## src/rtl/write_gate_pkg.sv

```systemverilog
// Constants for the protected register write gate
package write_gate_pkg;

    // ------------------------------------------------------------------
    // Widths
    // ------------------------------------------------------------------
    localparam int ADDR_W = 22;
    localparam int DATA_W = 32;

    // ------------------------------------------------------------------
    // Peripheral frame windows (16-bit word addresses)
    // ------------------------------------------------------------------
    localparam logic [21:0] FRAME1_LO = 22'h006400;
    localparam logic [21:0] FRAME1_HI = 22'h006fff;
    localparam logic [21:0] FRAME2_LO = 22'h007000;
    localparam logic [21:0] FRAME2_HI = 22'h007fff;

    // ------------------------------------------------------------------
    // Fully protected ranges, inclusive
    // ------------------------------------------------------------------
    localparam int NUM_PROT = 7;
    localparam logic [21:0] PROT_LO [NUM_PROT] = '{
        22'h000880,  // Emulation configuration
        22'h000a80,  // Flash control
        22'h000ae0,  // Security module
        22'h000d00,  // Interrupt vector table
        22'h007010,  // System control
        22'h006f80,  // Pin-multiplexing control
        22'h006fe0   // Pin interrupt and wakeup select
    };
    localparam logic [21:0] PROT_HI [NUM_PROT] = '{
        22'h000984,
        22'h000adf,
        22'h000aef,
        22'h000dff,
        22'h00702f,
        22'h006fbf,
        22'h006fff
    };

    // ------------------------------------------------------------------
    // Ranges where protection is decided per register or bit
    // ------------------------------------------------------------------
    localparam logic [21:0] CMP_LO = 22'h006400;
    localparam logic [21:0] CMP_HI = 22'h00643f;
    localparam logic [21:0] PWM_LO = 22'h006800;
    localparam logic [21:0] PWM_HI = 22'h0068ff;
    localparam int SUB_W = 8;  // Low address bits indexing a per-register mask

    // ------------------------------------------------------------------
    // Status register one layout and timing
    // ------------------------------------------------------------------
    localparam int          STAT1_UNLOCK_BIT = 6;
    localparam logic [15:0] STAT1_RESET      = 16'h0000;
    localparam int          FRAME1_STALL_CYC = 1;

endpackage

```

## src/rtl/protected_register_write_gate.sv

```systemverilog
// Write gate between core, debug port and protected peripheral frames
//
// How it works
// - Two back-to-back writes into frame one cost one stall cycle.
// - Frame one takes both 16-bit and 32-bit accesses.
// - Frame two supports only 16-bit accesses.
// - 32-bit accesses to frame two are not honoured and never reach the frame.
// - The unlock flag is a bit of core status register one showing protection state.
// - Reset clears the unlock flag so protection is active at once.
// - With the flag at 0, core writes to protected registers are discarded.
// - Core reads and debug reads and writes pass, except 32-bit accesses to frame two.
// - With the flag at 1, core writes to protected registers pass freely.
// - The protect instruction clears the unlock flag.
// - Debug-port accesses override the unlock flag.
// - Emulation, flash, security, vector table, system control and pin-mux are protected.
// - Comparator and modulator ranges are protected per register or per bit.
`timescale 1ns/100ps
module protected_register_write_gate #(
    parameter logic [255:0] CMP_REG_MASK = {256{1'b1}},
    parameter logic [255:0] PWM_REG_MASK = {256{1'b1}},
    parameter logic [31:0]  CMP_BIT_MASK = 32'hffffffff,
    parameter logic [31:0]  PWM_BIT_MASK = 32'hffffffff
) (
    input  wire logic        mclk,
    input  wire logic        rst,
    input  wire logic        clk_en,
    // Instruction strobes from the core
    input  wire logic        unlock_instruction,
    input  wire logic        protect_instruction,
    input  wire logic        protect_instruction_alias,
    // Requester side
    input  wire logic        req_valid,
    input  wire logic        req_write,
    input  wire logic        req_wide,
    input  wire logic        req_debug,
    input  wire logic [21:0] req_addr,
    input  wire logic [31:0] req_wdata,
    output logic             req_ready,
    output logic             req_done,
    output logic [31:0]      req_rdata,
    // Peripheral side
    output logic             per_valid,
    output logic             per_write,
    output logic             per_wide,
    output logic [21:0]      per_addr,
    output logic [31:0]      per_wdata,
    output logic [31:0]      per_wmask,
    input  wire logic [31:0] per_rdata,
    // Status
    output logic [15:0]      core_status_register_one,
    output logic             write_unlock_flag
);

    // ------------------------------------------------------------------
    // Decode
    // ------------------------------------------------------------------
    logic        in_frame1;
    logic        in_frame2;
    logic        prot_any;
    logic [31:0] prot_bits;
    logic        last_f1_write;
    logic        stall;
    logic        take;
    logic        illegal;
    logic        locked;
    logic [31:0] next_wmask;
    logic        next_unlock;
    logic        drop;
    logic        next_fwd;

    protect_decode #(
        .CMP_REG_MASK (CMP_REG_MASK),
        .PWM_REG_MASK (PWM_REG_MASK),
        .CMP_BIT_MASK (CMP_BIT_MASK),
        .PWM_BIT_MASK (PWM_BIT_MASK)
    ) u_decode (
        .addr      (req_addr),
        .in_frame1 (in_frame1),
        .in_frame2 (in_frame2),
        .prot_any  (prot_any),
        .prot_bits (prot_bits)
    );

    // ------------------------------------------------------------------
    // Access qualification
    // ------------------------------------------------------------------
    // stall second write
    assign stall   = req_valid && req_write && in_frame1 && last_f1_write;
    assign take    = clk_en && req_valid && !stall;
    assign illegal = in_frame2 && req_wide;
    assign locked  = !write_unlock_flag && !req_debug;

    // Lanes the write may touch; protected lanes cleared while locked
    always_comb begin
        next_wmask = req_wide ? 32'hffffffff : 32'h0000ffff;
        if (locked) begin
            next_wmask = next_wmask & ~prot_bits;
        end
    end

    // ------------------------------------------------------------------
    // Unlock flag
    // ------------------------------------------------------------------
    // Clear wins over set, so a stray unlock cannot beat a protect
    always_comb begin
        next_unlock = write_unlock_flag;
        if (protect_instruction || protect_instruction_alias) begin
            next_unlock = 1'b0;
        end else if (unlock_instruction) begin
            next_unlock = 1'b1;
        end
    end

    always_ff @(posedge mclk or posedge rst) begin
        if (rst) begin
            write_unlock_flag <= 1'b0;
        end else if (clk_en) begin
            write_unlock_flag <= next_unlock;
        end
    end

    // ------------------------------------------------------------------
    // Status register one
    // ------------------------------------------------------------------
    // flag mirrored in status
    // Own flop fed from the same next value, so the bit never lags the flag
    always_ff @(posedge mclk or posedge rst) begin
        if (rst) begin
            core_status_register_one <= write_gate_pkg::STAT1_RESET;
        end else if (clk_en) begin
            core_status_register_one <= write_gate_pkg::STAT1_RESET;
            core_status_register_one[write_gate_pkg::STAT1_UNLOCK_BIT] <= next_unlock;
        end
    end

    // ------------------------------------------------------------------
    // Back-to-back tracker for frame one writes
    // ------------------------------------------------------------------
    always_ff @(posedge mclk or posedge rst) begin
        if (rst) begin
            last_f1_write <= 1'b0;
        end else if (clk_en) begin
            last_f1_write <= take && req_write && in_frame1;
        end
    end

    // Ready drops for the one cycle after each taken frame-one write, whether or not a write then stalls
    always_ff @(posedge mclk or posedge rst) begin
        if (rst) begin
            req_ready <= 1'b1;
        end else if (clk_en) begin
            req_ready <= !(req_valid && req_write && in_frame1 && !stall);
        end
    end

    // ------------------------------------------------------------------
    // Forwarding to the peripheral frames
    // ------------------------------------------------------------------
    // Locked write whose lanes are all protected is swallowed here
    assign drop     = req_write && locked && ~|next_wmask && prot_any;
    assign next_fwd = take && !illegal && !drop;

    always_ff @(posedge mclk or posedge rst) begin
        if (rst) begin
            per_valid <= 1'b0;
            req_done  <= 1'b0;
        end else if (clk_en) begin
            req_done  <= take;
            per_valid <= next_fwd;
        end
    end

    // Copies load only on a taken request, so they stay put while idle
    always_ff @(posedge mclk or posedge rst) begin
        if (rst) begin
            per_write <= 1'b0;
            per_wide  <= 1'b0;
            per_addr  <= 22'h000000;
        end else if (take) begin
            per_write <= req_write;
            per_wide  <= req_wide;
            per_addr  <= req_addr;
        end
    end

    // Write lanes; a read carries no lane enables
    always_ff @(posedge mclk or posedge rst) begin
        if (rst) begin
            per_wdata <= 32'h00000000;
            per_wmask <= 32'h00000000;
        end else if (take) begin
            per_wdata <= req_wdata;
            per_wmask <= req_write ? next_wmask : 32'h00000000;
        end
    end

    // Read data; wide frame two reads give zero rather than garbage
    always_ff @(posedge mclk or posedge rst) begin
        if (rst) begin
            req_rdata <= 32'h00000000;
        end else if (clk_en) begin
            req_rdata <= per_valid ? per_rdata : 32'h00000000;
        end
    end

endmodule // protected_register_write_gate

```

## src/rtl/protect_decode.sv

```systemverilog
// Address decoder: frame membership and protection mask for one access
`timescale 1ns/100ps
module protect_decode #(
    parameter logic [255:0] CMP_REG_MASK = {256{1'b1}},
    parameter logic [255:0] PWM_REG_MASK = {256{1'b1}},
    parameter logic [31:0]  CMP_BIT_MASK = 32'hffffffff,
    parameter logic [31:0]  PWM_BIT_MASK = 32'hffffffff
) (
    input  wire logic [21:0] addr,
    output logic             in_frame1,
    output logic             in_frame2,
    output logic             prot_any,
    output logic [31:0]      prot_bits
);

    logic [6:0]  hit;
    logic        in_cmp;
    logic        in_pwm;
    logic [7:0]  sub;

    // ------------------------------------------------------------------
    // Whole-range protection, one comparator per range
    // ------------------------------------------------------------------
    // protected groups
    for (genvar i = 0; i < write_gate_pkg::NUM_PROT; i++) begin : g_rng
        assign hit[i] = (addr >= write_gate_pkg::PROT_LO[i]) &&
                        (addr <= write_gate_pkg::PROT_HI[i]);
    end

    assign in_frame1 = (addr >= write_gate_pkg::FRAME1_LO) && (addr <= write_gate_pkg::FRAME1_HI);
    assign in_frame2 = (addr >= write_gate_pkg::FRAME2_LO) && (addr <= write_gate_pkg::FRAME2_HI);
    assign in_cmp    = (addr >= write_gate_pkg::CMP_LO) && (addr <= write_gate_pkg::CMP_HI);
    assign in_pwm    = (addr >= write_gate_pkg::PWM_LO) && (addr <= write_gate_pkg::PWM_HI);
    assign sub       = addr[write_gate_pkg::SUB_W-1:0];

    // Whole word in fully protected ranges, else per-register then per-bit mask, nothing otherwise
    always_comb begin
        prot_bits = 32'h00000000;
        if (|hit) begin
            prot_bits = 32'hffffffff;
        end else if (in_cmp && CMP_REG_MASK[sub]) begin
            prot_bits = CMP_BIT_MASK;
        end else if (in_pwm && PWM_REG_MASK[sub]) begin
            prot_bits = PWM_BIT_MASK;
        end
    end

    assign prot_any = |prot_bits;

endmodule // protect_decode

```

## config.mk

```make
export PLATFORM = sky130hd
export DESIGN_NAME = protected_register_write_gate
export DESIGN_NICKNAME = d
export VERILOG_FILES = /design/src/rtl/write_gate_pkg.sv /design/src/rtl/protected_register_write_gate.sv /design/src/rtl/protect_decode.sv
export SDC_FILE = /design/constraint.sdc
export NUM_CORES = 1
export LEC_CHECK = 0
export BUFFER_PORTS_ARGS = -buffer_cell sky130_fd_sc_hd__buf_4
export CORE_MARGIN = 4
export CORE_UTILIZATION = 30
export DETAILED_ROUTE_END_ITERATION = 6
export PLACE_DENSITY = 0.69
export SLEW_MARGIN = 30
export SYNTH_ARGS = -nofsm -noshare
export SYNTH_HDL_FRONTEND = slang
export SYNTH_SLANG_ARGS = --single-unit
```

## constraint.sdc

```tcl
create_clock -name mclk -period 2.6 [get_ports mclk]
set_clock_uncertainty 0.05 [all_clocks]
set_input_delay 0.26 -clock mclk [delete_from_list [all_inputs] [get_ports mclk]]
set_output_delay 0.26 -clock mclk [all_outputs]
set_load 0.02 [all_outputs]
```

# Yosys cells after proc, flatten, opt, wreduce, memory -nomap -nowiden
# Memories as Yosys holds them, arrays and structs flattened.
# Cells that the tools add are included.
# totals
out_inout_bits	140
ff_bits	125
wordCells	86
inputBits	96
n_memories	1
rom_bits	256
# classes
n_lt_le_gt_ge	21
n_mux	10
n_bitwise	2
reduce_logical	41
# memory_table
name	depth	word_bits	read_ports	rd_clocked_by_memory_dff	write_ports	line_no	text
(name not given)	256	1	1	0	0	protect_decode.sv:41	end else if (in_cmp && CMP_REG_MASK[sub]) begin
# ops
op	count
32-bit two-way mux	7
22-bit by 15-bit >= comparator with 1-bit output (second input constant)	6
22-bit by 15-bit less-or-equal comparator with 1-bit output (second input constant)	6
22-bit by 12-bit >= comparator with 1-bit output (second input constant)	4
22-bit by 12-bit less-or-equal comparator with 1-bit output (second input constant)	4
32-bit OR reduction	2
32-bit bitwise AND	1
32-bit NOT	1
1-bit logical AND	28
8-bit by 9-bit < comparator with 1-bit output (second input constant)	1
1-bit zero test	7
7-bit OR reduction	1
1-bit two-way mux	3
2-bit AND reduction	1
2-bit nonzero test	1
1-bit logical OR	1

# Depth between registers and ports, before layout
# Gate-level depths: netlist of run 1.
# logic_depth
word_depth	15
ltp_mapped	7
depth_no_buf	6

# By module
# From an unflattened synthesis of run 1, not the netlist that was laid out.
# unflattened
cells_unflattened	637
area_unflattened_um2	5695.5
# by_module_without_submodules
module	cells_per_inst	instances	seq_area_each_um2	area_each_um2
protected_register_write_gate	569	1	3129.3	5220.0
protect_decode	68	1	0.0	475.5

# Worst setup path before layout of run 1
# OpenSTA, ideal clock, no wires.
# synth_timing
kind	input-to-reg
from	input port req_addr[18]
to	register per_addr[0]
slack_ns	0.860
setup_ns	0.125
required_time_ns	2.425
n_path_buf	2
path_stages	6
arrival_time_ns	1.565
cell_sequence	nor4_1 -> and2_1 -> buf_2 -> a31oi_4 -> buf_6 -> mux2_4
# synth_via
elab_chain_len	6
word_cells_on_any_way	7
cone_classes	order compare (2); reduce/logical (5)
# synth_lines
item	line_no	text
from (decl)	protected_register_write_gate.sv:36	input wire logic [21:0] req_addr,
22-bit by 15-bit >= comparator with 1-bit output / 22-bit by 15-bit less-or-equal comparator with 1-bit output (equally long branches)	protect_decode.sv:30	assign in_frame1 = (addr >= write_gate_pkg::FRAME1_LO) && (addr <= write_gate_pkg::FRAME1_HI);
1-bit logical AND *	protect_decode.sv:30	
1-bit logical AND * (2 in a row)	protected_register_write_gate.sv:88	assign stall = req_valid && req_write && in_frame1 && last_f1_write;
1-bit zero test *	protected_register_write_gate.sv:89	assign take = clk_en && req_valid && !stall;
1-bit logical AND *	protected_register_write_gate.sv:89	
to (signal assigned)	protected_register_write_gate.sv:182	per_addr <= req_addr;
to (decl)	protected_register_write_gate.sv:45	output logic [21:0] per_addr,
# Mark *: on every way between the ends. The rest lies on a longest branch, timed or not.
# A chain may end at the register's enable or synchronous reset.

# Worst setup path in the final report of run 1
# layout_timing
from	input port req_addr[18]
to	register per_wdata[4]
# layout_via
elab_chain_len	6
word_cells_on_any_way	7
cone_classes	order compare (2); reduce/logical (5)
# layout_lines
item	line_no	text
22-bit by 15-bit >= comparator with 1-bit output / 22-bit by 15-bit less-or-equal comparator with 1-bit output (equally long branches)	protect_decode.sv:30	
1-bit logical AND *	protect_decode.sv:30	
1-bit logical AND * (2 in a row)	protected_register_write_gate.sv:88	
1-bit zero test *	protected_register_write_gate.sv:89	
1-bit logical AND *	protected_register_write_gate.sv:89	
to (signal assigned)	protected_register_write_gate.sv:192	per_wdata <= req_wdata;
to (decl)	protected_register_write_gate.sv:46	output logic [31:0] per_wdata,
# Marked as above.

==> results by group, run 1 <==
Synth
  • Largest area contributor in the netlist: dfrtp_1
  • Post-synth EDFFs: 0
  • Yosys reg bits: 95
  • Synth cell types: 49
  • Post-Syn Area: about 4500 sq um
  • Yosys warning total: 0
  • Prevailing post-synth register cell: dfrtp_1
  • Synth area leaders: dfrtp_1, mux2_4, buf_4, a22o_1, buf_6
  • Synth Instances: around 330
  • Yosys top cell area share: a little over half
  • Syn_area_per_cell: 13.7 sq um
  • Asr flop ratio synth: 100%
  • Post-synthesis sequential area ratio: between 50 and 60%

Flow run
  • Max-cap violations: 0

Worst setup path
  • Critical path class: input port to register
  • Critical path endpoint: per_wdata[4]
  • Critical path peak fanout: 20
  • Reg-to-reg endpoint: per_addr[13]
  • Register-to-Register Setup Slack: between 1 and 1.5 ns
  • CP arrival: 2.00 ns
  • Worst Setup SP: req_addr[18]
  • CP Capture Type: register
  • R2r startpoint: last_f1_write
  • FF-to-FF path depth: 3
  • CP Launch Type: input port
  • CP required: 2.78 ns

Global routing
  • Antenna violations before repair: 0
  • Global-route wire length before repair: 17800 um
  • Vias in the first global route: approximately 3300
  • Grt ovf: 0
  • Largest net degree at the start of global routing: 46
  • Global Route Usage Sum: 13.7%

Power
  • Worst IR drop on VDD: about 0.00027 V
  • Leakage: 0.00317 uW
  • PnR Total Power: 4390 uW
  • Power density over cell area: 690 nW/um^2

Drt
  • DR vias/cell: 4.68
  • Avg WL per Cell: between 15 and 20 um
  • Antenna-violating nets left: 0
  • First drt pass iteration count: 4
  • Total number of vias: 3299
  • DRT iter0 DRCs: approximately 120
  • WL final: 12100 um
  • DR DRC count: 0

Floorplanning
  • Chip Height: 130 um
  • Starting Density: 30.7%
  • DIE AREA: ~17000 sq um
  • Ports: 236
  • Core footprint: 14600 sq um
  • Die Wd: 130 um
  • Row count: 44

Final layout
  • Antenna fix cells: 0
  • Final core utilization: 43.6%
  • Reg area: 2380 sq um
  • Commonest cells after routing, fill and taps aside: buf_4, dfrtp_1, mux2_4
  • Layout cells sized above 1: 58.9%
  • Leading cell type in the layout, fill and taps excluded: buf_4
  • Area taken by multi-input logic gates: about 1600 sq um
  • Nets: slightly above 600
  • Synth-to-layout area growth: 42.2%
  • FILL cells: 1348

STA
  • Period minus WS final: ~1.8 ns
  • RSZ-0062 raised after global routing: false
  • Tcrit/Tclk final: 70.1%
  • Final number of setup-violating endpoints: 0
  • Hold slack: 0.0712 ns
  • Hold Fails Final Rpt: 0
  • Slew Limit Fails: 0
  • Setup tns final: 0 ns
  • Max Clock Freq: 549 MHz
  • Post-route setup slack: 0.779 ns

Clocking
  • TritonCTS Buffers: 9
  • Post-CTS Setup Inserts: 0
  • Clock root buffer: clkbuf_16
  • Clock transition time at the flip-flop clock pins of the worst setup and hold paths: 0.07 ns
  • Post-CTS Resized: 0
  • CTS Sinks: 95
  • Clk_lat worst skew: between 0.3 and 0.4 ns
  • CTS tree: done
  • H-tree depth: 3
  • Clock buffer depth: 2
  • CTS Hold Buffers Added: 0

Hold path
  • Hold Crit Class: input port to register

Place
  • Dpl ws: 0.428 ns
  • DP HPWL: 9110 um
  • Port Buffers: between 200 and 250
  • Routability cong.: 0.790

Run status
  • Status: completed
registers in the layout, indices dropped and copies added (netlist names):
signal,cells
core_status_register_one,1
req_ready,1
per_wide,1
req_done,1
last_f1_write,1
per_wdata,32
per_wmask,2
req_rdata,32
per_write,1
per_valid,1
per_addr,22
worst max-delay path, stage by stage:
cell	delay [ns]
buf_4	0.11
nor4_1	0.43
buf_4	0.20
and2_1	0.24
a31oi_4	0.13
buf_4	0.27
mux2_4	0.34
worst min-delay path by stage:
stage	start	to	slack (ns)	cells past startpoint
3_3_place_gp	req_done	req_done	0.42	1
4_1_cts	per_rdata[7]	req_rdata[7]	0.05	2
5_1_grt	per_rdata[15]	req_rdata[15]	0.06	2
6_report	per_rdata[7]	req_rdata[7]	0.07	2
2_1_floorplan	clk_en	req_rdata[28]	0.32	1
3_5_place_dp	per_rdata[16]	req_rdata[16]	0.43	2
cell type report:
type                       count  area share (%)
sequential                    95            37.4
timing repair buffer         229            27.8
clock inverter                 7            1.24
tap                          184            3.62
clock buffer                   9            3.54
multi-input combinational    174            25.9
inverter                       7           0.472
metrics by stage:
| stage | std cells | cell area, sq um |
|---|---|---|
| detailed placement | 687 | 6020 |
| finish | 705 | 6360 |
| global route | 705 | 6360 |
| CTS | 703 | 6320 |
| global placement | 686 | 6010 |
| floorplan | 340 | 4530 |
where the power goes:
| group | switching, uW | total [uW] | internal, uW |
|---|---|---|---|
| Combinational | 612 | 1230 | 621 |
| Clock | 614 | 1370 | 760 |
| Sequential | 125 | 1780 | 1660 |
| Total | 1350 | 4390 | 3040 |
cell usage after synthesis (2+ instances only):
cell type	count
a21oi_1	7
a22o_1	31
a31oi_1	3
and2_1	2
and4bb_2	2
buf_4	48
buf_6	7
clkbuf_1	7
dfrtp_1	94
inv_1	6
mux2_2	2
mux2_4	53
nand2_1	8
nand3_1	3
nand3b_1	2
nand4_1	2
nand4b_1	2
nor2_1	6
nor3_1	4
nor4_1	2
o211ai_1	2
o21ai_0	5
o22ai_1	2
routing by layer:
layer	track usage [%]	vias to the layer above	part of all wire, %
met5	0	-	0
met3	4.95	15	9.3
met1	16.6	1633	39
met2	22.5	153	50
li1	-	1498	-
met4	4.65	0	1.5
kinds of logic (layout without fill, tap and decap cells):
| group | after synthesis | in the layout | synth area share [%] |
|---|---|---|---|
| buf+inv | 71 | 252 | 11.2 |
| other cells | 1 | 15 | 0.0838 |
| simple gates | 41 | 41 | 5.71 |
| flops | 95 | 95 | 53.2 |
| mux | 55 | 55 | 18.3 |
| compound gates | 63 | 63 | 11.6 |
(Power assumes the default switching activity.)
==> run 2: changes to the inputs <==
clock period = 1.5 ns   (was 2.6 ns; I/O delays follow)
==> run 2 against run 1 <==
Hold slack got worse by 0.051 ns. Largest power group unchanged. Clock power rose by 85%. Critical path type unchanged. Wire length rose by 14%. Sequential power rose by 74%. Via count rose by 15%. Non-clock buffer count rose by 108. Combinational power rose by 95%. Global-route usage rose by 1.8 points. The flow now finishes with violations (negative setup slack). Setup slack got worse by 0.86 ns.
==> results by group, run 2 (same netlist as run 1, synthesis figures left out) <==
Run status
  • Status: finished, violations left
  • Failing checks: negative setup slack

Global routing
  • Most Crowded Layer GR: met2
  • M1 GR Usage: 18.5% (+1.9 points)
  • Global-route wire length before repair: 20300 um (+14%)
  • Global Route Usage Sum: 15.5% (+1.8 points)
  • Largest net degree at the start of global routing: 53 (+15%)
  • Grt ovf: 0 (unchanged)
  • GRT met3 Usage: 2.37% (-2.6 points)
  • Vias in the first global route: 3823 (+14%)
  • GR Util met2: 26.5% (+4.0 points)
  • Antenna violations before repair: 0 (unchanged)

Drt
  • Antenna-violating nets left: 0 (unchanged)
  • Avg WL per Cell: 17.0 um (-0.96%)
  • First drt pass iteration count: 4 (unchanged)
  • WL final: 13800 um (+14%)
  • DR vias/cell: 4.65 (-0.63%)
  • DR DRC count: 0 (unchanged)
  • Total number of vias: 3785 (+15%)
  • DRT iter0 DRCs: 203 (+77%)

Final layout
  • Synth-to-layout area growth: 68.2%
  • Reg area: 2380 sq um (+0.11%)
  • FILL cells: 1195 (-11%)
  • Nets: 720 (+18%)
  • Leading cell type in the layout, fill and taps excluded: buf_4
  • Layout cells sized above 1: 56.0% (-3.0 points)
  • Final core utilization: 51.6% (+8.0 points)
  • Area taken by multi-input logic gates: 1700 sq um (+3.5%)
  • Largest registers: per_wdata x32, req_rdata x32, per_addr x22
  • Commonest cells after routing, fill and taps aside: buf_4, dfrtp_1, dlygate4sd3_1

Clocking
  • TritonCTS Buffers: 9 (unchanged)
  • H-tree depth: 3 (unchanged)
  • Clk_lat worst skew: 0.34 ns (about the same)
  • CTS Sinks: 95 (unchanged)
  • CTS tree: done
  • Clock buffer depth: 2 (unchanged)
  • Clock transition time at the flip-flop clock pins of the worst setup and hold paths: 0.06 ns (about the same)
  • Clock root buffer: clkbuf_16

Worst setup path
  • Crit-path cells: dlygate4sd3_1 -> buf_4 -> and3_1 -> nor4bb_1 -> o21ai_2 -> a21boi_2 -> o22ai_1
  • Family with the most delay on the worst path: buffers and inverters
  • FF-to-FF path depth: 4 (+1)
  • R2r startpoint: last_f1_write
  • Reg-to-reg endpoint: per_wdata[13]
  • Critical path peak fanout: 4 (-80%)
  • CP required: 1.67 ns (-1.11 ns)
  • Critical Path Slowest Stage Cell: dlygate4sd3_1
  • Register-to-Register Setup Slack: 0.02 ns (-1.01 ns)
  • Critical path class: input port to register
  • CP peak stage delay: 0.53 ns (+0.10 ns)
  • CP Capture Type: register
  • CP arrival: 1.75 ns (-0.25 ns)
  • CP Launch Type: input port
  • CP bufs+invs: 2 (-1)

STA
  • Slew Limit Fails: 0 (unchanged)
  • Setup tns final: -0.177 ns (-0.177 ns)
  • Max Clock Freq: 632 MHz
  • Tcrit/Tclk final: 105%
  • Hold Fails Final Rpt: 0 (unchanged)
  • Period minus WS final: around 1.6 ns
  • RSZ-0062 raised after global routing: true
  • Post-route setup slack: -0.0817 ns (-0.860 ns)
  • Final number of setup-violating endpoints: 3 (+3)

Hold path
  • Hold_sp: req_addr[3]
  • Hold Crit Class: input port to register
  • Hold Crit Endpoint: per_addr[3]
  • Hold depth: 2 (unchanged)

Floorplanning
  • Row count: 44 (unchanged)
  • DIE AREA: 16900 sq um (unchanged)
  • Chip Height: 130 um (unchanged)
  • Core footprint: 14600 sq um (unchanged)
  • Ports: 236 (unchanged)
  • Die Wd: 130 um (unchanged)
  • Starting Density: 30.7% (unchanged)

Power
  • Leakage: 0.00369 uW (+16%)
  • Power density over cell area: 1070 nW/um^2 (+55%)
  • Worst IR drop on VDD: 0.000468 V (+70%)

Place
  • Routability cong.: 0.754 (-4.6%)
  • Port Buffers: 220 (unchanged)
  • DP HPWL: 9270 um (+1.8%)

Flow run
  • Max-cap violations: 0 (unchanged)
==> run 2: cell types whose count changed in the layout (fill, tap and decap cells not counted), moves of 4 or more <==
cell	previous run	this run
inv_6	4	0
dlygate4sd3_1	1	75
buf_4	224	252
buf_12	2	6
==> run 2: report_power, final <==
part	switching [uW]	internal, uW	leakage, uW
Sequential	226	2870	0.00116
Clock	979	1550	0.000158
Combinational	1130	1270	0.00236
==> run 2: worst max path at each step <==
stage                     to         start  cells past startpoint  slack, ns
2_1_floorplan  per_wmask[15]  req_addr[12]                      6      -0.06
3_3_place_gp   per_wmask[15]  req_addr[10]                      8      -0.26
3_5_place_dp   per_wmask[15]  req_addr[10]                      6      -0.30
4_1_cts        per_wmask[15]   req_addr[2]                      7      0.003
5_1_grt        per_wmask[15]  req_addr[10]                      8      -0.07
6_report       per_wmask[15]   req_addr[2]                      7      -0.08
==> run 2: cell type report <==
type | instances | area share, %
well taps | 184 | 3.06
clock buffers | 11 | 3.36
multi-input cells | 174 | 22.7
clock inverters | 5 | 1.06
flip-flops and latches | 95 | 31.6
diodes | 1 | 0.0333
repair buffers | 337 | 37.8
inverters | 7 | 0.399
==> run 2: stage by stage <==
stage / cells / total power, uW / cell area (sq um) / hold WS (ns) / worst slack, ns
floorplan: 340 / 4410 / 4550 / 0.207 / -0.0584
detailed placement: 717 / 5350 / 6290 / 0.0253 / -0.305
global placement: 717 / 5300 / 6290 / 0.0244 / -0.262
CTS: 807 / 8090 / 7370 / 0.000209 / 0.00304
global route: 813 / 8390 / 7520 / 0.0103 / -0.0744
finish: 814 / 8030 / 7520 / 0.0201 / -0.0817
==> run 2: timing repair <==
action | 4_1_cts | 5_1_grt
endpoints found under the hold margin | 167 | 1
hold buffers | 74 | 1
pin swaps | 0 | 10
buffers inserted | 0 | 3
endpoints found under the setup margin | 18 | 47
gates resized for setup | 2 | 12
cloned | 0 | 2
==> run 2: per-layer routing <==
layer | routed length (um) | part of all wire, %
met4 | 537 | 3.9
met2 | 7120 | 51
met1 | 5280 | 38
met3 | 899 | 6.5
met5 | 0 | 0
